==> config.mk <==
export PLATFORM = sky130hd
export DESIGN_NAME = io_brownout_ctrl_status
export DESIGN_NICKNAME = d
export VERILOG_FILES = /design/src/io_bod_pkg.sv /design/src/io_brownout_ctrl_status.sv
export VERILOG_INCLUDE_DIRS = /design/src /design/src/src
export SDC_FILE = /design/constraint.sdc
export NUM_CORES = 1
export LEC_CHECK = 0
export BUFFER_PORTS_ARGS = -buffer_cell sky130_fd_sc_hd__buf_2
export CAP_MARGIN = 20
export CORE_MARGIN = 1
export CORE_UTILIZATION = 25
export DETAILED_ROUTE_END_ITERATION = 12
export PLACE_DENSITY = 0.44
export SETUP_SLACK_MARGIN = 0.5
export SYNTH_ARGS = -nofsm -noshare
export SYNTH_HDL_FRONTEND = slang
export SYNTH_SLANG_ARGS = --single-unit
==> constraint.sdc <==
create_clock -name clk -period 3.4 [get_ports clk]
set_clock_uncertainty 0.15 [all_clocks]
set_input_delay 1.02 -clock clk [delete_from_list [all_inputs] [get_ports clk]]
set_output_delay 1.02 -clock clk [all_outputs]
set_load 0.1 [all_outputs]
==> src/io_bod_consts.svh <==
// Offsets, field positions, reset values and timing counts of the I/O brown-out block.
// Included by the package and the design; holds definitions only.
`ifndef IO_BOD_CONSTS_SVH
`define IO_BOD_CONSTS_SVH

// ----------------------------------------
// Register offsets
// ----------------------------------------
`define BOD_OFF_FLAGS 8'h08
`define BOD_OFF_STATUS 8'h0c
`define BOD_OFF_CONTROL 8'h10

// ----------------------------------------
// Control word fields
// ----------------------------------------
`define BOD_BATT_LVL_HI 29
`define BOD_BATT_LVL_LO 24
`define BOD_MAIN_LVL_HI 21
`define BOD_MAIN_LVL_LO 16
`define BOD_PSEL_HI 15
`define BOD_PSEL_LO 12
`define BOD_MON_SEL_BIT 10
`define BOD_ACT_SAMP_BIT 8
`define BOD_RUNBK_BIT 7
`define BOD_RUNSB_BIT 6
`define BOD_SBCFG_BIT 5
`define BOD_ACTION_HI 4
`define BOD_ACTION_LO 3
`define BOD_HYSTERESIS_BIT 2
`define BOD_ENABLE_BIT 1

// ----------------------------------------
// Status bit positions
// ----------------------------------------
`define BOD_ST_BATT 11
`define BOD_ST_CORE 10
`define BOD_ST_APWS 9
`define BOD_ST_VREG 8
`define BOD_ST_SYNC 2
`define BOD_ST_DET 1
`define BOD_ST_RDY 0
`define BOD_FLAG_MASK 32'h0000_0707

// ----------------------------------------
// Action codes, reset values, timing
// ----------------------------------------
`define BOD_ACT_NONE 2'h0
`define BOD_ACT_RESET 2'h1
`define BOD_ACT_INT 2'h2
`define BOD_ACT_BKUP 2'h3
`define BOD_PSEL_RESET 4'h0
`define BOD_LVL_RESET 6'h00
`define BOD_SYNC_CYCLES 4'h3

`endif

==> src/io_bod_pkg.sv <==
// Types shared by the I/O brown-out control and status block.
// Assumes the constants header is on the include path.
`include "io_bod_consts.svh"

package io_bod_pkg;

  // Power mode reported by the power manager
  typedef enum logic [1:0] {
    MODE_ACTIVE,
    MODE_STANDBY,
    MODE_BACKUP
  } sleep_mode_t;

  // Supply state from the switches and regulators
  typedef struct packed {
    logic battery_powered;
    logic core_voltage_ok;
    logic auto_switch_ready;
    logic regulator_ready;
  } supply_in_t;

  // Start-up values from the non-volatile user row
  typedef struct packed {
    logic [1:0] action;
    logic enable;
    logic hysteresis;
    logic [5:0] level;
  } user_row_t;

  // Signals driven to the analog comparator
  typedef struct packed {
    logic enable;
    logic sample;
    logic monitor_battery;
    logic hysteresis;
    logic [5:0] level;
  } comp_ctrl_t;

  // Write synchronisation of the enable bit
  typedef enum logic [1:0] {
    SYNC_IDLE,
    SYNC_BUSY
  } sync_state_t;

endpackage

==> src/io_brownout_ctrl_status.sv <==
// I/O brown-out detector control word, supply status and event flags.
// Assumes a register port synchronous to clk, a one-cycle 1 kHz tick from
// the low-power oscillator, and an analog comparator behind comp_ctrl.
//
// Behaviour
// - status bit 11 shows battery backup supply
// - status bit 10 shows core voltage reached
// - status bit 9 shows auto switch ready
// - status bit 8 shows selected regulator supplying
// - status bit 2 low while write syncs
// - status bit 1 shows supply below threshold
// - status bit 0 ready, reset from user row
// - control at 0x10, synced, protected, lockable
// - bits 29:24 battery threshold, reset zero
// - bits 21:16 main threshold, from user row
// - bits 15:12 prescaler, divide 2^(code+1)
// - prescaler counts 1 kHz oscillator ticks
// - bit 10 selects main or battery supply
// - bit 8 active continuous or sampling
// - bit 7 backup sleep off or sampling
// - threshold and mode bits apply directly
// - action and enable reset from user row
// - action field picks crossing response
// - standby run and standby sampling select
// - flags set on rise except bit 11, write one clears
//
// Local design decision: strobed register access.
`timescale 1ns/1ps
`default_nettype none
`include "io_bod_consts.svh"

module io_brownout_ctrl_status
#(
  parameter int SYNC_CYCLES = `BOD_SYNC_CYCLES
)
(
  input wire logic clk,
  input wire logic rstn,
  input wire logic [7:0] addr,
  input wire logic [31:0] wdata,
  input wire logic wr,
  input wire logic rd,
  output logic [31:0] rdata,
  input wire logic write_lock,
  input wire io_bod_pkg::user_row_t user_row,
  input wire io_bod_pkg::supply_in_t supply_in,
  input wire io_bod_pkg::sleep_mode_t sleep_mode,
  input wire logic osc_1khz_tick,
  input wire logic comp_below,
  output io_bod_pkg::comp_ctrl_t comp_ctrl,
  output logic bod_reset_req,
  output logic bod_int_req,
  output logic bod_backup_req
);
  import io_bod_pkg::*;

  // ----------------------------------------
  // Declarations
  // ----------------------------------------
  logic init_done_r;
  logic [5:0] batt_lvl_r;
  logic [5:0] main_lvl_r;
  logic [3:0] psel_r;
  logic mon_batt_r;
  logic act_samp_r;
  logic runbk_r;
  logic runsb_r;
  logic sbcfg_r;
  logic [1:0] action_r;
  logic hysteresis_r;
  logic enable_r;
  logic enable_pend_r;
  sync_state_t sync_r;
  logic [3:0] sync_cnt_r;
  logic ready_r;
  logic det_r;
  logic det_prev_r;
  logic [11:0] status_r;
  logic [11:0] status_prev_r;
  logic [11:0] flags_r;
  logic [15:0] pre_cnt_r;
  logic sample_r;
  logic run_nxt;
  logic sampling_nxt;
  logic ctrl_wr;
  logic [31:0] ctrl_word;
  logic [31:0] status_word;
  logic [31:0] rdata_nxt;

  // Prescaler terminal count for divide by 2^(code+1)
  function automatic logic [15:0] pre_term(input logic [3:0] code);
    logic [16:0] full;
    full = 17'h00002 << code;
    return 16'(full - 17'h00001);
  endfunction

  // ----------------------------------------
  // Write decode and user-row capture
  // ----------------------------------------
  // Locked writes are dropped without an answer
  assign ctrl_wr = wr && addr == `BOD_OFF_CONTROL && !write_lock && init_done_r;

  // Reset values that come from the user row are loaded on the first edge after release
  always_ff @(posedge clk or negedge rstn)
  begin
    if (!rstn)
      init_done_r <= 1'b0;
    else
      init_done_r <= 1'b1;
  end

  // ----------------------------------------
  // Control word fields
  // ----------------------------------------
  always_ff @(posedge clk or negedge rstn)
  begin
    if (!rstn)
    begin
      batt_lvl_r <= `BOD_LVL_RESET;
      main_lvl_r <= `BOD_LVL_RESET;
      psel_r <= `BOD_PSEL_RESET;
      mon_batt_r <= 1'b0;
      act_samp_r <= 1'b0;
      runbk_r <= 1'b0;
      runsb_r <= 1'b0;
      sbcfg_r <= 1'b0;
      action_r <= `BOD_ACT_NONE;
      hysteresis_r <= 1'b0;
    end
    else if (!init_done_r)
    begin
      main_lvl_r <= user_row.level;
      action_r <= user_row.action;
      hysteresis_r <= user_row.hysteresis;
    end
    else if (ctrl_wr && !enable_r)
    begin
      // Protected fields change only while the detector is off
      batt_lvl_r <= wdata[`BOD_BATT_LVL_HI:`BOD_BATT_LVL_LO];
      main_lvl_r <= wdata[`BOD_MAIN_LVL_HI:`BOD_MAIN_LVL_LO];
      psel_r <= wdata[`BOD_PSEL_HI:`BOD_PSEL_LO];
      mon_batt_r <= wdata[`BOD_MON_SEL_BIT];
      act_samp_r <= wdata[`BOD_ACT_SAMP_BIT];
      runbk_r <= wdata[`BOD_RUNBK_BIT];
      runsb_r <= wdata[`BOD_RUNSB_BIT];
      sbcfg_r <= wdata[`BOD_SBCFG_BIT];
      action_r <= wdata[`BOD_ACTION_HI:`BOD_ACTION_LO];
      hysteresis_r <= wdata[`BOD_HYSTERESIS_BIT];
    end
  end

  // ----------------------------------------
  // Enable bit with write synchronisation
  // ----------------------------------------
  always_ff @(posedge clk or negedge rstn)
  begin
    if (!rstn)
    begin
      sync_r <= SYNC_IDLE;
      sync_cnt_r <= 4'h0;
      enable_r <= 1'b0;
      enable_pend_r <= 1'b0;
    end
    else if (!init_done_r)
      enable_r <= user_row.enable;
    else
    begin
      case (sync_r)
        SYNC_IDLE:
        begin
          if (ctrl_wr)
          begin
            enable_pend_r <= wdata[`BOD_ENABLE_BIT];
            sync_cnt_r <= 4'(SYNC_CYCLES - 1);
            sync_r <= SYNC_BUSY;
          end
        end
        SYNC_BUSY:
        begin
          // Enable-bit writes arriving while busy are ignored
          if (sync_cnt_r == 4'h0)
          begin
            enable_r <= enable_pend_r;
            sync_r <= SYNC_IDLE;
          end
          else
            sync_cnt_r <= sync_cnt_r - 4'h1;
        end
        default:
          sync_r <= SYNC_IDLE;
      endcase
    end
  end

  // ----------------------------------------
  // Operating mode selection
  // ----------------------------------------
  always_comb
  begin
    run_nxt = 1'b0;
    sampling_nxt = 1'b0;
    case (sleep_mode)
      MODE_ACTIVE:
      begin
        run_nxt = 1'b1;
        sampling_nxt = act_samp_r;
      end
      MODE_STANDBY:
      begin
        run_nxt = runsb_r;
        sampling_nxt = sbcfg_r;
      end
      MODE_BACKUP:
      begin
        run_nxt = runbk_r;
        sampling_nxt = 1'b1;
      end
      default:
      begin
        run_nxt = 1'b0;
        sampling_nxt = 1'b0;
      end
    endcase
    run_nxt = run_nxt && enable_r;
  end

  // ----------------------------------------
  // Sampling prescaler
  // ----------------------------------------
  always_ff @(posedge clk or negedge rstn)
  begin
    if (!rstn)
    begin
      pre_cnt_r <= 16'h0000;
      sample_r <= 1'b0;
    end
    else
    begin
      sample_r <= 1'b0;
      if (!(run_nxt && sampling_nxt))
        pre_cnt_r <= 16'h0000;
      else if (osc_1khz_tick)
      begin
        if (pre_cnt_r >= pre_term(psel_r))
        begin
          pre_cnt_r <= 16'h0000;
          sample_r <= 1'b1;
        end
        else
          pre_cnt_r <= pre_cnt_r + 16'h0001;
      end
    end
  end

  // ----------------------------------------
  // Comparator drive
  // ----------------------------------------
  always_ff @(posedge clk or negedge rstn)
  begin
    if (!rstn)
      comp_ctrl <= '0;
    else
    begin
      comp_ctrl.enable <= run_nxt && !sampling_nxt;
      comp_ctrl.sample <= run_nxt && sampling_nxt && sample_r;
      comp_ctrl.monitor_battery <= mon_batt_r;
      comp_ctrl.hysteresis <= hysteresis_r;
      if (mon_batt_r || sleep_mode == MODE_BACKUP)
        comp_ctrl.level <= batt_lvl_r;
      else
        comp_ctrl.level <= main_lvl_r;
    end
  end

  // ----------------------------------------
  // Ready and detection state
  // ----------------------------------------
  always_ff @(posedge clk or negedge rstn)
  begin
    if (!rstn)
    begin
      ready_r <= 1'b0;
      det_r <= 1'b0;
      det_prev_r <= 1'b0;
    end
    else
    begin
      ready_r <= enable_r;
      det_prev_r <= det_r;
      if (!run_nxt)
        det_r <= 1'b0;
      else if (!sampling_nxt || comp_ctrl.sample)
        det_r <= comp_below;
    end
  end

  // ----------------------------------------
  // Crossing response
  // ----------------------------------------
  always_ff @(posedge clk or negedge rstn)
  begin
    if (!rstn)
    begin
      bod_reset_req <= 1'b0;
      bod_int_req <= 1'b0;
      bod_backup_req <= 1'b0;
    end
    else
    begin
      bod_reset_req <= det_r && !det_prev_r && action_r == `BOD_ACT_RESET;
      bod_int_req <= det_r && !det_prev_r && action_r == `BOD_ACT_INT;
      bod_backup_req <= det_r && !det_prev_r && action_r == `BOD_ACT_BKUP && !mon_batt_r;
    end
  end

  // ----------------------------------------
  // Status and event flags
  // ----------------------------------------
  always_ff @(posedge clk or negedge rstn)
  begin
    if (!rstn)
    begin
      status_r <= 12'h000;
      status_prev_r <= 12'h000;
    end
    else
    begin
      status_prev_r <= status_r;
      status_r <= 12'h000;
      status_r[`BOD_ST_BATT] <= supply_in.battery_powered;
      status_r[`BOD_ST_CORE] <= supply_in.core_voltage_ok;
      status_r[`BOD_ST_APWS] <= supply_in.auto_switch_ready;
      status_r[`BOD_ST_VREG] <= supply_in.regulator_ready;
      status_r[`BOD_ST_SYNC] <= sync_r == SYNC_IDLE && !ctrl_wr;
      status_r[`BOD_ST_DET] <= det_r;
      status_r[`BOD_ST_RDY] <= ready_r;
    end
  end

  // Set on a rising status bit wins over a write-one clear
  always_ff @(posedge clk or negedge rstn)
  begin
    if (!rstn)
      flags_r <= 12'h000;
    else
    begin
      if (wr && addr == `BOD_OFF_FLAGS)
        flags_r <= (flags_r & ~wdata[11:0]) | (status_r & ~status_prev_r
                    & 12'(`BOD_FLAG_MASK));
      else
        flags_r <= flags_r | (status_r & ~status_prev_r & 12'(`BOD_FLAG_MASK));
    end
  end

  // ----------------------------------------
  // Read path
  // ----------------------------------------
  always_comb
  begin
    ctrl_word = 32'h0000_0000;
    ctrl_word[`BOD_BATT_LVL_HI:`BOD_BATT_LVL_LO] = batt_lvl_r;
    ctrl_word[`BOD_MAIN_LVL_HI:`BOD_MAIN_LVL_LO] = main_lvl_r;
    ctrl_word[`BOD_PSEL_HI:`BOD_PSEL_LO] = psel_r;
    ctrl_word[`BOD_MON_SEL_BIT] = mon_batt_r;
    ctrl_word[`BOD_ACT_SAMP_BIT] = act_samp_r;
    ctrl_word[`BOD_RUNBK_BIT] = runbk_r;
    ctrl_word[`BOD_RUNSB_BIT] = runsb_r;
    ctrl_word[`BOD_SBCFG_BIT] = sbcfg_r;
    ctrl_word[`BOD_ACTION_HI:`BOD_ACTION_LO] = action_r;
    ctrl_word[`BOD_HYSTERESIS_BIT] = hysteresis_r;
    ctrl_word[`BOD_ENABLE_BIT] = enable_r;
    status_word = {20'h00000, status_r};
    if (addr == `BOD_OFF_CONTROL)
      rdata_nxt = ctrl_word;
    else if (addr == `BOD_OFF_STATUS)
      rdata_nxt = status_word;
    else if (addr == `BOD_OFF_FLAGS)
      rdata_nxt = {20'h00000, flags_r};
    else
      rdata_nxt = 32'h0000_0000;
  end

  always_ff @(posedge clk or negedge rstn)
  begin
    if (!rstn)
      rdata <= 32'h0000_0000;
    else if (rd)
      rdata <= rdata_nxt;
    else
      rdata <= 32'h0000_0000;
  end
endmodule // io_brownout_ctrl_status

`default_nettype wire

==> results.yml <==
floorplan:
  io_pins: 108
  die_width_um: 148
  fp.coreArea_sq_um: 20960
  die-area_sq_um: 21900
  die_y_um: 148
  fp-row-count: 53
  start_util_pct: 25.43
logic_synthesis:
  synth_ff_type: "dfrtp_1"
  async_flop_share_pct: 100.0
  synth_seq_area_share_pct: 54.94
  synth_top_area_share_pct: 54.94
  ys_warn_count: 0
  syn_area_sq_um: 5329
  synth_area_leaders: "dfrtp_1, ha_1, a21oi_1, mux2i_1, nor2_1"
  ys_types: 57
  syn_avg_cell_area_sq_um: 11.31
  synth_area_leader_cell: "dfrtp_1"
  ys_seq_elements: 117
  synth_cells: 471
  ys_top_cells_by_count: "dfrtp_1, nor2_1, a21oi_1, nand2_1, and3_1"
  synth-edff-count: 0
  synth_most_common_cell: "dfrtp_1"
layout:
  fill_cells: 2153
  regArea_sq_um: 2928
  area_growth_pct: 31.89
  final_nets: 673
  multi_input_area_sq_um: 2359
  design_area_sq_um: 7028
  layout-drive-gt1-share_pct: 32.45
global_route:
  grt_usage_pct: 13.11
  grt_pass1_vias: 4087
  grtUsageMet1_pct: 16.39
  antenna_found_initial: 2
  overflow: 0
  grt_max_degree: 51
  use_met3_pct: 4.907
  busiest_layer: "met2"
  use_met2_pct: 20.42
  grt_pass1_wl_mm: 21.80
placement:
  globalplace.congestion: 0.7731
  place.port_buffers: 99
  place_area_sq_um: 6208
  dp_hpwl_mm: 9.472
worst_setup_path:
  path_max_fanout: 6
  rrSetupSlack_ps: 560
  worstSetupPathType: "reg -> reg"
  critPathSlowestCell: "dfrtp_1"
  cp_top_family: "simple AND/OR/NAND/NOR gates"
  path_cells: "nor2_4 -> nand3b_1 -> ha_4 -> nor3_1 -> a21oi_1 -> o21a_1 -> ha_4 -> nand4_1 -> nor3_4 -> a2111oi_4 -> a2bb2oi_2 -> buf_4 -> buf_12 -> nor2_4"
  cp.arrival_ps: 2980
  path_buf_inv: 2
  critPathRequiredTime_ps: 3550
  critical_path.startpoint_type: "register"
  cp-end-kind: "register"
  max_stage_delay_ps: 400
routing:
  avgViaCountPerCell: 4.491
  wl_per_cell_um: 15.36
  first_pass_iters: 4
  dr_total_vias: 3957
  drtIter0Drc: 239
  ant_nets: 0
  drt-total-wl_mm: 13.53
  drc: 0
sta:
  worst_pin_slew_ps: 584.5
  relSlewSlack_pct: 60.50
  tns_ps: 0
  finalHoldViolCount: 0
  setup_viol: 0
  slew_viol_final: 0
  period_minus_slack_ps: 2836
  rsz0062_at_grt: "yes"
  fmax_ghz: 0.3526
  period_share_pct: 83.40
run_status:
  outcome: "finished, final reports clean"
clock_network:
  clk_pin_slew_ps: 50
  cts-root-buf: "clkbuf_16"
  cts_made_buffers: 17
  clk_latency_ps: 420
  cts.sinks: 117
  cts_tree: "built"
  clk_path_buf_depth: 2
  cts-htree-levels: 4
flow_run:
  drv_cap: 0
power_and_ir_drop:
  peakVddDrop_mv: 0.3152
  powerDensity_nw_per_um2: 509.0
  static-leakage-power_nw: 3.438
hold_path:
  holdCritPathClass: "reg -> reg"
## kinds of logic after synthesis
logic type / count (synthesis) / synth area share, %
compound gates: 97 / 12.49
other cells: 2 / 0.1409
xor+xnor: 16 / 2.630
flops: 117 / 54.94
buf+inv: 43 / 3.522
simple gates: 141 / 14.53
mux: 36 / 7.279
fa+ha+maj: 19 / 4.461
## state kept, by name, summed over array words and instances, names as in the netlist, 2 cells and up
signal         count
rdata             28
pre_cnt_r         16
flags_r           12
comp_ctrl         10
status_r           7
batt_lvl_r         6
main_lvl_r         6
status_prev_r      6
psel_r             4
sync_cnt_r         4
action_r           2
## layout make-up
| class | instances | area share (%) |
|---|---|---|
| clock inverters | 13 | 2.101 |
| diodes | 2 | 0.07121 |
| clock buffers | 19 | 6.445 |
| well taps | 275 | 4.896 |
| repair buffers | 124 | 10.36 |
| flip-flops and latches | 117 | 41.66 |
| inverters | 17 | 0.9080 |
| multi-input cells | 314 | 33.56 |
## cell usage in the layout (no fill, tap or decap), types with 7 or more instances in the layout
cell,n
dfrtp_1,117
buf_2,98
a21oi_1,34
nor2_1,31
nand2_1,28
buf_4,23
and3_1,20
clkbuf_16,18
inv_1,17
ha_1,16
o21ai_0,15
xnor2_1,14
mux2i_1,14
mux2_1,12
mux2_2,10
a22o_1,10
nand4_1,8
nand3_1,7
nor2_4,7
## final timing paths
kind                       startpoint       endpoint  depth (start not counted)
max                         psel_r[1]  pre_cnt_r[13]                         14
min                           ready_r    status_r[0]                          0
max reg2reg                 psel_r[1]  pre_cnt_r[13]                         14
min reg2reg                   ready_r    status_r[0]                          0
max in group asynchronous        rstn    status_r[8]                          2
min in group asynchronous        rstn       rdata[2]                          1
## per-stage QoR
stage,std cells,hold slack [ps],power (W),worst slack [ps],utilization [%]
floorplan,474,181.2,0.001670,509.7,-
global placement,838,183.3,0.001782,381.6,29.63
detailed placement,838,186.2,0.001787,341.3,29.63
CTS,877,198.7,0.003628,503.2,33.00
global route,879,209.4,0.003732,383.7,33.51
finish,881,197.2,0.003577,564.3,33.54
## what timing repair did
item,4_1_cts,5_1_grt
gates cloned,1,0
endpoints found under the setup margin,15,14
hold buffers,0,0
setup buffers,6,2
pin swaps,8,13
endpoints found under the hold margin,0,0
resized for setup,4,24
## worst register-to-register path: cells and delay by family, from the launching register on
family                   cells  cell delay, ps
AND/OR/NAND/NOR              6             830
AO/OA/AOI/OAI                4             540
adder cells (fa/ha/maj)      2             510
flip-flops                   1             400
buffers and inverters        2             290
## per-layer routing
layer,wire length (um),up-vias
met2,6356,87
met3,832,23
met4,222,0
met1,6123,1952
li1,-,1895
met5,0,-
## power by group
group	switching (W)	total [W]	internal, W
combinational	0.000209	0.000304	0.0000946
sequential	0.0000312	0.00147	0.00144
clock	0.000678	0.00180	0.00112
total	0.000919	0.00358	0.00266
Note: power is estimated with default switching activity, not from simulation.
